$ cat config.mk
export PLATFORM = sky130hd
export DESIGN_NAME = adc_offset_mode_config_regs
export DESIGN_NICKNAME = d
export VERILOG_FILES = /design/src/logic/adc_offset_mode_config_regs.v /design/src/logic/level_divider.v /design/src/logic/offset_channel.v
export VERILOG_INCLUDE_DIRS = /design/src /design/src/logic
export SDC_FILE = /design/constraint.sdc
export NUM_CORES = 1
export LEC_CHECK = 0
export BUFFER_PORTS_ARGS = -buffer_cell sky130_fd_sc_hd__buf_2
export CELL_PAD_IN_SITES_DETAIL_PLACEMENT = 0
export CELL_PAD_IN_SITES_GLOBAL_PLACEMENT = 1
export CORE_MARGIN = 10
export CORE_UTILIZATION = 35
export DETAILED_ROUTE_END_ITERATION = 6
export PLACE_DENSITY = 0.7
export SLEW_MARGIN = 30
export SYNTH_ARGS = -nofsm -noshare
export SYNTH_HDL_FRONTEND = slang
export SYNTH_SLANG_ARGS = --single-unit
$ cat constraint.sdc
create_clock -name clk_i -period 14.2 [get_ports clk_i]
set_input_delay 2.13 -clock clk_i [delete_from_list [all_inputs] [get_ports clk_i]]
set_output_delay 2.13 -clock clk_i [all_outputs]
set_load 0.005 [all_outputs]
$ cat src/logic/offset_cfg_defines.vh
// Register offsets, field positions, reset values and loop constants
// of the converter configuration group.
// Assumes inclusion by bare name from the design files.
`ifndef OFFSET_CFG_DEFINES_VH
`define OFFSET_CFG_DEFINES_VH

// ****************************************************************
// Register indices (byte address is four times the index)
// ****************************************************************
`define IDX_FAST_SAMPLE_TUNE_A 8'h02
`define IDX_CHAN_A_LEVEL_SHIFT 8'hBF
`define IDX_CHAN_B_LEVEL_SHIFT 8'hC1
`define IDX_OFFSET_LOOP_CFG 8'hCF
`define IDX_FAST_SAMPLE_TUNE_B 8'hD5
`define IDX_FAST_SAMPLE_TUNE_C 8'hD7
`define IDX_FAST_TUNE_D_CHB_SLOW 8'hDB
`define IDX_SLOW_RATE_MASTER 8'hEF
`define IDX_SWING_OVERRIDE_CFG 8'hF1
`define IDX_CHAN_A_SLOW_RATE_CFG 8'hF2
`define IDX_OFFSET_LOOP_EN 8'h3D
`define IDX_DIGITAL_EN 8'h42
`define IDX_LOOP_STATUS 8'h60

// ****************************************************************
// Reset value and field positions
// ****************************************************************
`define REG_RESET 8'h00
`define SHIFT_MSB 7
`define SHIFT_LSB 2
`define HOLD_BIT 7
`define PERIOD_MSB 5
`define PERIOD_LSB 2
`define SLOW_MASTER_BIT 4
`define CHA_SLOW_BIT 3
`define CHB_SLOW_BIT 0
`define LOOP_EN_BIT 5
`define DIGITAL_EN_BIT 3
`define SWING_MSB 1
`define SWING_LSB 0
`define SWING_OFF 2'h0
`define SWING_ON 2'h3
`define TUNE3_BIT 6
`define TUNE4_BIT 4
`define TUNE5_BIT 3
`define TUNE6_BIT 3
`define TUNE7_BIT 2
`define TUNE8_BIT 5

// ****************************************************************
// Data path and loop constants
// ****************************************************************
`define CODE_W 14
`define MIDCODE 14'h2000
`define UNMAPPED_READ 32'h00000000

`endif

$ cat src/logic/adc_offset_mode_config_regs.v
// Configuration registers of a dual-channel converter with offset loop.
// Assumes a classic Wishbone master and synchronous sample inputs.
`timescale 1ns/10ps
`default_nettype none
`include "offset_cfg_defines.vh"

module adc_offset_mode_config_regs (
    // Clock and reset
    input wire clk_i,
    input wire rst_i,
    // Wishbone slave
    input wire cyc_i,
    input wire stb_i,
    input wire we_i,
    input wire [31:0] adr_i,
    input wire [3:0] sel_i,
    input wire [31:0] dat_i,
    output reg [31:0] dat_o,
    output reg ack_o,
    // Channel samples
    input wire [13:0] chan_a_raw_i,
    input wire [13:0] chan_b_raw_i,
    output wire [13:0] chan_a_data_o,
    output wire [13:0] chan_b_data_o,
    // Mode controls
    output reg chan_a_slow_rate_o,
    output reg chan_b_slow_rate_o,
    output reg swing_override_o,
    output reg [5:0] fast_sample_tune_o
);
    // ****************************************************************
    // Register storage
    // ****************************************************************
    reg [7:0] fast_sample_tune_a;
    reg [7:0] chan_a_level_shift;
    reg [7:0] chan_b_level_shift;
    reg [7:0] offset_loop_cfg;
    reg [7:0] fast_sample_tune_b;
    reg [7:0] fast_sample_tune_c;
    reg [7:0] fast_tune_d_chb_slow;
    reg [7:0] slow_rate_master;
    reg [7:0] swing_override_cfg;
    reg [7:0] chan_a_slow_rate_cfg;
    reg [7:0] offset_loop_ctl;
    reg [7:0] digital_ctl;
    reg [7:0] next_rdata;
    reg hit;

    wire req;
    wire wr;
    wire [7:0] index;
    wire word_ok;
    wire offset_loop_enable;
    wire hold_offset_estimate;
    wire [3:0] offset_loop_period;
    wire step;

    assign req = cyc_i && stb_i && !ack_o;
    assign index = adr_i[9:2];
    assign word_ok = (adr_i[31:10] == 22'h000000) && (adr_i[1:0] == 2'h0);
    assign wr = req && we_i && sel_i[0] && word_ok;

    // ****************************************************************
    // Register writes
    // ****************************************************************
    // Tuning byte A; byte lane 0 carries every register
    always @(posedge clk_i) begin
        if (rst_i) begin
            fast_sample_tune_a <= `REG_RESET;
        end else if (wr && index == `IDX_FAST_SAMPLE_TUNE_A) begin
            fast_sample_tune_a <= dat_i[7:0];
        end
    end

    // Channel A level shift
    always @(posedge clk_i) begin
        if (rst_i) begin
            chan_a_level_shift <= `REG_RESET;
        end else if (wr && index == `IDX_CHAN_A_LEVEL_SHIFT) begin
            chan_a_level_shift <= dat_i[7:0];
        end
    end

    // Channel B level shift
    always @(posedge clk_i) begin
        if (rst_i) begin
            chan_b_level_shift <= `REG_RESET;
        end else if (wr && index == `IDX_CHAN_B_LEVEL_SHIFT) begin
            chan_b_level_shift <= dat_i[7:0];
        end
    end

    // Loop hold bit and period field
    always @(posedge clk_i) begin
        if (rst_i) begin
            offset_loop_cfg <= `REG_RESET;
        end else if (wr && index == `IDX_OFFSET_LOOP_CFG) begin
            offset_loop_cfg <= dat_i[7:0];
        end
    end

    // Tuning byte B
    always @(posedge clk_i) begin
        if (rst_i) begin
            fast_sample_tune_b <= `REG_RESET;
        end else if (wr && index == `IDX_FAST_SAMPLE_TUNE_B) begin
            fast_sample_tune_b <= dat_i[7:0];
        end
    end

    // Tuning byte C
    always @(posedge clk_i) begin
        if (rst_i) begin
            fast_sample_tune_c <= `REG_RESET;
        end else if (wr && index == `IDX_FAST_SAMPLE_TUNE_C) begin
            fast_sample_tune_c <= dat_i[7:0];
        end
    end

    // Tuning byte D and channel B slow-rate bit
    always @(posedge clk_i) begin
        if (rst_i) begin
            fast_tune_d_chb_slow <= `REG_RESET;
        end else if (wr && index == `IDX_FAST_TUNE_D_CHB_SLOW) begin
            fast_tune_d_chb_slow <= dat_i[7:0];
        end
    end

    // Slow-rate master enable
    always @(posedge clk_i) begin
        if (rst_i) begin
            slow_rate_master <= `REG_RESET;
        end else if (wr && index == `IDX_SLOW_RATE_MASTER) begin
            slow_rate_master <= dat_i[7:0];
        end
    end

    // Swing override field
    always @(posedge clk_i) begin
        if (rst_i) begin
            swing_override_cfg <= `REG_RESET;
        end else if (wr && index == `IDX_SWING_OVERRIDE_CFG) begin
            swing_override_cfg <= dat_i[7:0];
        end
    end

    // Channel A slow-rate bit
    always @(posedge clk_i) begin
        if (rst_i) begin
            chan_a_slow_rate_cfg <= `REG_RESET;
        end else if (wr && index == `IDX_CHAN_A_SLOW_RATE_CFG) begin
            chan_a_slow_rate_cfg <= dat_i[7:0];
        end
    end

    // Offset loop enable
    always @(posedge clk_i) begin
        if (rst_i) begin
            offset_loop_ctl <= `REG_RESET;
        end else if (wr && index == `IDX_OFFSET_LOOP_EN) begin
            offset_loop_ctl <= dat_i[7:0];
        end
    end

    // Digital function enable
    always @(posedge clk_i) begin
        if (rst_i) begin
            digital_ctl <= `REG_RESET;
        end else if (wr && index == `IDX_DIGITAL_EN) begin
            digital_ctl <= dat_i[7:0];
        end
    end

    // ****************************************************************
    // Read multiplexer
    // ****************************************************************
    // Stored bytes read back as written; status shows loop state
    always @* begin
        next_rdata = 8'h00;
        hit = 1'b1;
        case (index)
            `IDX_FAST_SAMPLE_TUNE_A: next_rdata = fast_sample_tune_a;
            `IDX_CHAN_A_LEVEL_SHIFT: next_rdata = chan_a_level_shift;
            `IDX_CHAN_B_LEVEL_SHIFT: next_rdata = chan_b_level_shift;
            `IDX_OFFSET_LOOP_CFG: next_rdata = offset_loop_cfg;
            `IDX_FAST_SAMPLE_TUNE_B: next_rdata = fast_sample_tune_b;
            `IDX_FAST_SAMPLE_TUNE_C: next_rdata = fast_sample_tune_c;
            `IDX_FAST_TUNE_D_CHB_SLOW: next_rdata = fast_tune_d_chb_slow;
            `IDX_SLOW_RATE_MASTER: next_rdata = slow_rate_master;
            `IDX_SWING_OVERRIDE_CFG: next_rdata = swing_override_cfg;
            `IDX_CHAN_A_SLOW_RATE_CFG: next_rdata = chan_a_slow_rate_cfg;
            `IDX_OFFSET_LOOP_EN: next_rdata = offset_loop_ctl;
            `IDX_DIGITAL_EN: next_rdata = digital_ctl;
            `IDX_LOOP_STATUS: next_rdata = {5'h00, step, hold_offset_estimate,
                                            offset_loop_enable};
            default: hit = 1'b0;
        endcase
        if (!word_ok) begin
            hit = 1'b0;
        end
    end

    // Single-wait-state answer, one pulse per request
    always @(posedge clk_i) begin
        if (rst_i) begin
            ack_o <= 1'b0;
        end else begin
            ack_o <= req;
        end
    end

    // Read data captured with the request, unmapped reads return zero
    always @(posedge clk_i) begin
        if (rst_i) begin
            dat_o <= 32'h00000000;
        end else if (req && !we_i) begin
            dat_o <= hit ? {24'h000000, next_rdata} : `UNMAPPED_READ;
        end
    end

    // ****************************************************************
    // Offset loop control
    // ****************************************************************
    assign offset_loop_enable = offset_loop_ctl[`LOOP_EN_BIT]
                                && digital_ctl[`DIGITAL_EN_BIT];
    assign hold_offset_estimate = offset_loop_cfg[`HOLD_BIT];
    assign offset_loop_period = offset_loop_cfg[`PERIOD_MSB:`PERIOD_LSB];

    // Loop step pacing from the period field
    level_divider u_div (
        .clk_i(clk_i),
        .rst_i(rst_i),
        .run_i(offset_loop_enable),
        .period_i(offset_loop_period),
        .step_o(step)
    );

    // Channel A correction
    offset_channel u_chan_a (
        .clk_i(clk_i),
        .rst_i(rst_i),
        .active_i(offset_loop_enable),
        .hold_i(hold_offset_estimate),
        .step_i(step),
        .shift_i(chan_a_level_shift[`SHIFT_MSB:`SHIFT_LSB]),
        .raw_i(chan_a_raw_i),
        .data_o(chan_a_data_o),
        .estimate_o()
    );

    // Channel B correction
    offset_channel u_chan_b (
        .clk_i(clk_i),
        .rst_i(rst_i),
        .active_i(offset_loop_enable),
        .hold_i(hold_offset_estimate),
        .step_i(step),
        .shift_i(chan_b_level_shift[`SHIFT_MSB:`SHIFT_LSB]),
        .raw_i(chan_b_raw_i),
        .data_o(chan_b_data_o),
        .estimate_o()
    );

    // ****************************************************************
    // Mode outputs
    // ****************************************************************
    // Slow-rate levels, gated by the master bit
    always @(posedge clk_i) begin
        if (rst_i) begin
            chan_a_slow_rate_o <= 1'b0;
            chan_b_slow_rate_o <= 1'b0;
        end else begin
            chan_a_slow_rate_o <= slow_rate_master[`SLOW_MASTER_BIT]
                && chan_a_slow_rate_cfg[`CHA_SLOW_BIT];
            chan_b_slow_rate_o <= slow_rate_master[`SLOW_MASTER_BIT]
                && fast_tune_d_chb_slow[`CHB_SLOW_BIT];
        end
    end

    // Swing override only for the enabling code
    always @(posedge clk_i) begin
        if (rst_i) begin
            swing_override_o <= 1'b0;
        end else begin
            swing_override_o <= (swing_override_cfg[`SWING_MSB:`SWING_LSB]
                == `SWING_ON);
        end
    end

    // Six tuning bits gathered from four bytes
    always @(posedge clk_i) begin
        if (rst_i) begin
            fast_sample_tune_o <= 6'h00;
        end else begin
            fast_sample_tune_o <= {fast_tune_d_chb_slow[`TUNE8_BIT],
                                   fast_sample_tune_c[`TUNE7_BIT],
                                   fast_sample_tune_c[`TUNE6_BIT],
                                   fast_sample_tune_b[`TUNE5_BIT],
                                   fast_sample_tune_b[`TUNE4_BIT],
                                   fast_sample_tune_a[`TUNE3_BIT]};
        end
    end
endmodule // adc_offset_mode_config_regs

`default_nettype wire

$ cat src/logic/level_divider.v
// Programmable divider giving a one-cycle loop step enable.
// Assumes one clock and a synchronous active-high reset.
`timescale 1ns/10ps
`default_nettype none

module level_divider (
    // Clock and reset
    input wire clk_i,
    input wire rst_i,
    // Control
    input wire run_i,
    input wire [3:0] period_i,
    // Step pulse
    output wire step_o
);
    reg [3:0] count;

    // ****************************************************************
    // Count period plus one cycles per step
    // ****************************************************************
    // Down counter reloaded from the period field
    always @(posedge clk_i) begin
        if (rst_i || !run_i) begin
            count <= 4'h0;
        end else if (count == 4'h0) begin
            count <= period_i;
        end else begin
            count <= count - 4'h1;
        end
    end

    assign step_o = run_i && (count == 4'h0);
endmodule // level_divider

`default_nettype wire

$ cat src/logic/offset_channel.v
// One channel of offset correction: estimate, hold and level shift.
// Assumes a step pulse from the loop divider and synchronous samples.
`timescale 1ns/10ps
`default_nettype none
`include "offset_cfg_defines.vh"

module offset_channel (
    // Clock and reset
    input wire clk_i,
    input wire rst_i,
    // Control
    input wire active_i,
    input wire hold_i,
    input wire step_i,
    input wire [5:0] shift_i,
    // Samples
    input wire [13:0] raw_i,
    output reg [13:0] data_o,
    output wire [13:0] estimate_o
);
    reg [13:0] estimate;
    wire [13:0] target;
    wire [13:0] corrected;

    // Target is midcode plus the signed shift, -32..+31
    assign target = `MIDCODE + {{8{shift_i[5]}}, shift_i};
    assign corrected = raw_i - estimate + (target - `MIDCODE);
    assign estimate_o = estimate;

    // ****************************************************************
    // Estimate tracks the offset from midcode
    // ****************************************************************
    // Unit step toward the residual error, frozen while held
    always @(posedge clk_i) begin
        if (rst_i || !active_i) begin
            estimate <= 14'h0000;
        end else if (step_i && !hold_i) begin
            if ($signed(raw_i - estimate - `MIDCODE) > 0) begin
                estimate <= estimate + 14'h0001;
            end else if ($signed(raw_i - estimate - `MIDCODE) < 0) begin
                estimate <= estimate - 14'h0001;
            end
        end
    end

    // Registered output, bypass when inactive
    always @(posedge clk_i) begin
        if (rst_i) begin
            data_o <= 14'h0000;
        end else if (active_i) begin
            data_o <= corrected;
        end else begin
            data_o <= raw_i;
        end
    end
endmodule // offset_channel

`default_nettype wire

==> results of run 1 <==
## synthesized netlist by cell type, types with 7 or more instances
master | n | share of area, %
dfxtp_1 | 174 | 32
nand3_1 | 32 | 1.5
nand2b_1 | 13 | 0.74
and3_1 | 9 | 0.52
a221oi_1 | 14 | 1.1
clkbuf_1 | 55 | 1.9
a222oi_1 | 7 | 0.64
a31oi_1 | 14 | 0.80
o21ai_0 | 54 | 2.5
and2_1 | 8 | 0.46
xor2_1 | 16 | 1.3
o21ai_1 | 13 | 0.60
nor3_1 | 27 | 1.2
a21o_1 | 16 | 1.1
ha_1 | 77 | 8.8
inv_1 | 60 | 2.1
nor2b_1 | 27 | 1.5
buf_4 | 24 | 1.6
mux2i_1 | 87 | 8.0
xnor2_1 | 39 | 3.1
o31ai_1 | 7 | 0.48
o21a_1 | 8 | 0.55
a211oi_1 | 11 | 0.76
nor4_1 | 14 | 0.80
or3_1 | 21 | 1.2
nand2_1 | 113 | 3.9
a21oi_1 | 115 | 5.3
nor2_1 | 146 | 5.0
o21bai_1 | 7 | 0.48
## final cells by class
class / count / area share, %
clock buffer: 17 / 3.42
clock inverter: 15 / 1.97
multi-input combinational: 1030 / 55.3
sequential: 174 / 28.0
inverter: 60 / 1.81
timing repair buffer: 131 / 5.53
tap: 396 / 3.98
## worst max-delay path by stage
| stage | startpoint | to | depth (start not counted) |
|---|---|---|---|
| floorplan | chan_b_raw_i[0] | u_chan_b.estimate_o[13] | 22 |
| global placement | chan_b_raw_i[0] | u_chan_b.estimate_o[13] | 22 |
| detailed placement | chan_b_raw_i[0] | u_chan_b.estimate_o[13] | 22 |
| CTS | chan_b_raw_i[0] | u_chan_b.estimate_o[13] | 22 |
| global route | chan_b_raw_i[0] | u_chan_b.estimate_o[13] | 22 |
| finish | chan_b_raw_i[0] | u_chan_b.estimate_o[13] | 22 |
## worst min-delay path, delay by kind of cell, from the launching register on
family           cells  cell delay, ps
flip-flops           1             330
AND/OR/NAND/NOR      2              90
## flip-flops by register name, indices dropped and copies added, names as in the netlist, 14 cells and up
signal / count
u_chan_a.estimate_o: 14
u_chan_a.data_o: 14
u_chan_b.estimate_o: 14
u_chan_b.data_o: 14
## cell families (layout without fill, tap and decap cells)
| family | Yosys count | after routing | synth area share (%) |
|---|---|---|---|
| AO/OA/AOI/OAI | 329 | 329 | 19.4 |
| XOR/XNOR | 55 | 55 | 4.41 |
| adder cells (fa/ha/maj) | 83 | 83 | 9.92 |
| buffers and inverters | 151 | 223 | 6.21 |
| flip-flops | 174 | 174 | 31.9 |
| multiplexers | 90 | 90 | 8.28 |
| other | 1 | 24 | 0.0343 |
| AND/OR/NAND/NOR | 449 | 449 | 19.9 |
## routing by layer
layer	routed length (µm)	GRT usage, %	vias up
li1	-	-	4907
met1	15300	21.5	4501
met2	14300	26.2	191
met3	1600	3.33	11
met4	224	3.59	0
met5	0	0	-
## per-stage QoR
step	area [µm²]	power, µW	hold slack (ps)	util (%)	std cells
2_1_floorplan	11000	605	422	-	1355
3_3_place_gp	11700	641	439	38.3	1791
3_5_place_dp	11800	642	444	38.4	1791
4_1_cts	12400	1180	454	40.5	1823
5_1_grt	12400	1220	473	40.5	1823
6_report	12400	1170	455	40.5	1823
## where the power goes
group	internal [µW]	switching [µW]	total [µW]
logic	55.6	82.8	138
registers	492	0.917	493
clock network	305	230	534
==> results.sh, run 1 <==
export IMPL_outcome="completed"
export IMPL_cpLargestDelayFamily="compound AO/OA/AOI/OAI gates"
export IMPL_cp_slowest_cell="nand2_1"
export IMPL_setup_viol=0
export IMPL_place_congestion=0.889
export IMPL_finalClockSkew_ps=12.0
export IMPL_crit_path_end_kind="flip-flop"
export IMPL_io_pins=171
export IMPL_setup_tns_ps=0
export IMPL_nets=1598
export IMPL_cp_max_fo=15
export IMPL_hold_end="swing_override_o"
export IMPL_rr_worst_depth=20
export IMPL_path_clk_slew_ps=80
export IMPL_gr_total_overflow=0
export IMPL_initial_utilization_pct=35.6
export IMPL_cts_resized=0
export IMPL_holdCritStartpoint="swing_override_cfg[0]"
export IMPL_h_tree_depth=4
export IMPL_drt_wl_total_um=31400
export IMPL_final_seq_area_um2=3480
export IMPL_die_w_um=197
export IMPL_grtUsageTotal_pct=16.1
export IMPL_setup_worst_path_class="in2reg"
export IMPL_antenna_found_initial=0
export IMPL_dp_hpwl_um=23200
export IMPL_rows=64
export IMPL_cts_made_buffers=17
export IMPL_synthArstFlopShare_pct=0
export IMPL_min_path_cells=2
export IMPL_syn_area_um2=10900
export IMPL_final_cell_mix="174 x dfxtp_1, 146 x nor2_1, 118 x buf_2"
export IMPL_post_route_min_period_ps=8440
export IMPL_post_cts_buffers=0
export IMPL_grt_pass1_vias=9481
export IMPL_synth_ff_type="dfxtp_1"
export IMPL_n_antenna_cell=0
export IMPL_relSlewSlack_pct=36.0
export IMPL_max_cap_violations=0
export IMPL_fillers=3195
export IMPL_grt_start_max_net_pins=86
export IMPL_vias=9610
export IMPL_die_area_um2=38700
export IMPL_reg2reg_from="u_chan_b.estimate_o[0]"
export IMPL_finalWorstSetupSlack_ps=5760
export IMPL_synth_seq_cells=174
export IMPL_grt_setup_unrepaired="false"
export IMPL_clockBufferDepth=2
export IMPL_first_iter_violations=570
export IMPL_tightest_slew_ps=958
export IMPL_syn_inst=1332
export IMPL_crit_chain="buf_2, inv_1, ha_1, fa_1, nor2b_1, o2111ai_1, a31o_2, a2111oi_0, o221ai_1, nor4_1, nand4bb_1, nand2_1, ha_1, a211oi_1, o21ai_0, a31oi_1, o21ai_0, a2111oi_0, o31ai_1, xor2_1, or4_1, a21oi_1"
export IMPL_ir_drop_uv=90.6
export IMPL_drc_errors=0
export IMPL_ant_nets=0
export IMPL_hold_viol_final=0
export IMPL_cts_tree="built"
export IMPL_core_um2=30700
export IMPL_multi_input_comb_area_um2=6870
export IMPL_yosysUniqueCellTypes=77
export IMPL_pwr_density_cell_nw_per_um2=93.7
export IMPL_cts_sinks=174
export IMPL_max_stage_delay_ps=690
export IMPL_seq_area_frac_synth_pct=31.9
export IMPL_max_freq_ghz=0.118
export IMPL_drive_gt1_share_pct=13.5
export IMPL_drt_vias_per_instance=5.27
export IMPL_area_delta_synth_final_pct=13.9
export IMPL_setup_worst_path_start_class="input pin"
export IMPL_grt_pass1_wl_um=51000
export IMPL_drt_pass1_iter_count=5
export IMPL_crit_arrival_ps=8810
export IMPL_wl_per_cell_um=17.2
export IMPL_hp_class="reg2reg"
export IMPL_power_leakage_uw=0.00482
export IMPL_finalMaxSlewViolations=0
export IMPL_finalCritPeriodShare_pct=59.4
export IMPL_cts_root_buf="clkbuf_16"
export IMPL_synth_warning_count=0
export IMPL_dpl_worst_slack_ps=5290
export IMPL_reg2reg_slack_ps=7240
export IMPL_synth_area_per_cell_um2=8.20
export IMPL_layout_commonest_cell="dfxtp_1"
export IMPL_cp_required_ps=14570
export IMPL_crit_reg2reg_capture="u_chan_b.estimate_o[13]"
export IMPL_port_buffers=119
export IMPL_synth_edff_count=0
export IMPL_cts_hold_buf=0
export IMPL_insertion_delay_ps=450
export IMPL_die_h_um=197
export IMPL_worst_path_buf_inv=2
(Power assumes the default switching activity.)
==> inputs of run 2 (changes only) <==
Clock period 14.2 ns to 8.8 ns, I/O delays scaled along.
==> results.sh, run 2 (same netlist as run 1, synthesis figures left out) <==
export IMPL_n_antenna_cell=0
export IMPL_drt_pass1_iter_count=6
export IMPL_vias=9681
export IMPL_antenna_found_initial=0
export IMPL_reg2reg_from="u_chan_b.estimate_o[0]"
export IMPL_crit_path_end_kind="flip-flop"
export IMPL_insertion_delay_ps=440
export IMPL_final_area_um2=12400
export IMPL_wl_per_cell_um=17.3
export IMPL_finalWorstSetupSlack_ps=2040
export IMPL_cts_made_buffers=17
export IMPL_cts_hold_buf=0
export IMPL_timing_hold_ws_ps=451
export IMPL_initial_utilization_pct=35.6
export IMPL_max_cap_violations=0
export IMPL_pwr_density_cell_nw_per_um2=146
export IMPL_area_delta_synth_final_pct=13.2
export IMPL_drt_wl_total_um=31500
export IMPL_grt_start_max_net_pins=89
export IMPL_finalCritPeriodShare_pct=76.8
export IMPL_grt_setup_unrepaired="false"
export IMPL_layout_commonest_cell="dfxtp_1"
export IMPL_gr_total_overflow=0
export IMPL_cp_max_fo=15
export IMPL_drt_vias_per_instance=5.31
export IMPL_dpl_worst_slack_ps=1700
export IMPL_die_area_um2=38700
export IMPL_cp_required_ps=9170
export IMPL_hold_viol_final=0
export IMPL_max_freq_ghz=0.148
export IMPL_rr_worst_depth=21
export IMPL_first_iter_violations=625
export IMPL_finalMaxSlewViolations=0
export IMPL_finalClockSkew_ps=11.5
export IMPL_hold_end="swing_override_o"
export IMPL_totalPowerFinal_uw=1800
export IMPL_holdCritStartpoint="swing_override_cfg[0]"
export IMPL_tightest_slew_ps=978
export IMPL_ir_drop_uv=130
export IMPL_drc_errors=0
export IMPL_relSlewSlack_pct=34.7
export IMPL_grt_pass1_vias=9397
export IMPL_grtUsageTotal_pct=16.0
export IMPL_h_tree_depth=4
export IMPL_power_leakage_uw=0.00479
export IMPL_nets=1599
export IMPL_final_cell_mix="174 x dfxtp_1, 146 x nor2_1, 118 x buf_2"
export IMPL_setup_tns_ps=0
export IMPL_setup_viol=0
export IMPL_die_h_um=197
export IMPL_path_clk_slew_ps=70
export IMPL_io_pins=171
export IMPL_die_w_um=197
export IMPL_placed_area_um2=11800
export IMPL_crit_reg2reg_capture="u_chan_b.estimate_o[13]"
export IMPL_setup_worst_path_class="in2reg"
export IMPL_cts_root_buf="clkbuf_16"
export IMPL_cts_resized=0
export IMPL_core_um2=30700
export IMPL_port_buffers=119
export IMPL_min_path_cells=2
export IMPL_dp_hpwl_um=23300
export IMPL_post_cts_buffers=0
export IMPL_hp_class="reg2reg"
export IMPL_clockBufferDepth=2
export IMPL_cts_sinks=174
export IMPL_rows=64
export IMPL_cts_tree="built"
export IMPL_ant_nets=0
export IMPL_setup_worst_path_start_class="input pin"
export IMPL_outcome="completed"
export IMPL_drive_gt1_share_pct=13.4
export IMPL_post_route_min_period_ps=6760
export IMPL_crit_arrival_ps=7130
export IMPL_grt_pass1_wl_um=50600
export IMPL_reg2reg_slack_ps=2720
export IMPL_place_congestion=0.863
-- run 2: cell count changes in the layout (fill, tap and decap cells not counted), sizes merged --
cell	before	now
bufinv	4	2
clkinv	4	1
inv	66	68
buf	131	132
clkbuf	17	18
-- run 2: worst max-delay path by stage --
stage | start | end
finish | chan_b_raw_i[0] | u_chan_b.estimate_o[13]
global route | chan_b_raw_i[0] | u_chan_b.estimate_o[13]
CTS | chan_b_raw_i[0] | u_chan_b.estimate_o[13]
detailed placement | chan_b_raw_i[0] | u_chan_b.estimate_o[13]
global placement | chan_b_raw_i[0] | u_chan_b.estimate_o[13]
floorplan | chan_b_raw_i[0] | u_chan_b.estimate_o[13]
-- run 2: layer usage --
metal  track usage (%)  vias to the layer above  wire length (µm)
met5                 0                        -                 0
met4              3.12                        0               278
met3              3.72                       21              1780
met2              25.7                      238             14300
met1              21.4                     4530             15200
li1                  -                     4892                 -
-- run 2: final cells by class --
type	instances	area, µm²
Sequential cell	174	3480
Timing Repair Buffer	132	696
Clock buffer	18	439
Multi-Input combinational cell	1030	6870
Tap cell	396	495
Inverter	60	225
Clock inverter	12	148
Fill cell	3158	18300
-- run 2: power breakdown --
part	leakage, µW	internal, µW	total (µW)	switching (µW)
Combinational	0.00309	90.2	224	134
Clock	0.000288	432	780	348
Sequential	0.00141	794	795	1.59
Total	0.00479	1320	1800	484
-- run 2: per-stage QoR --
step           util [%]  std cells
2_1_floorplan         -       1355
3_3_place_gp       38.3       1792
3_5_place_dp       38.4       1792
4_1_cts            40.3       1822
5_1_grt            40.3       1822
6_report           40.3       1822
-- run 2: critical path: stages --
cell	delay, ps
buf_2	120
inv_1	50
ha_1	210
fa_1	400
nor2b_1	180
o2111ai_1	180
a31o_2	300
a2111oi_0	480
o221ai_1	210
nor4_1	370
nand4bb_1	140
buf_4	220
nand2_1	160
ha_1	260
a211oi_1	320
o21ai_0	150
a31oi_1	290
o21ai_0	160
a2111oi_0	660
o31ai_1	200
xor2_1	180
or4_1	410
a21oi_1	140
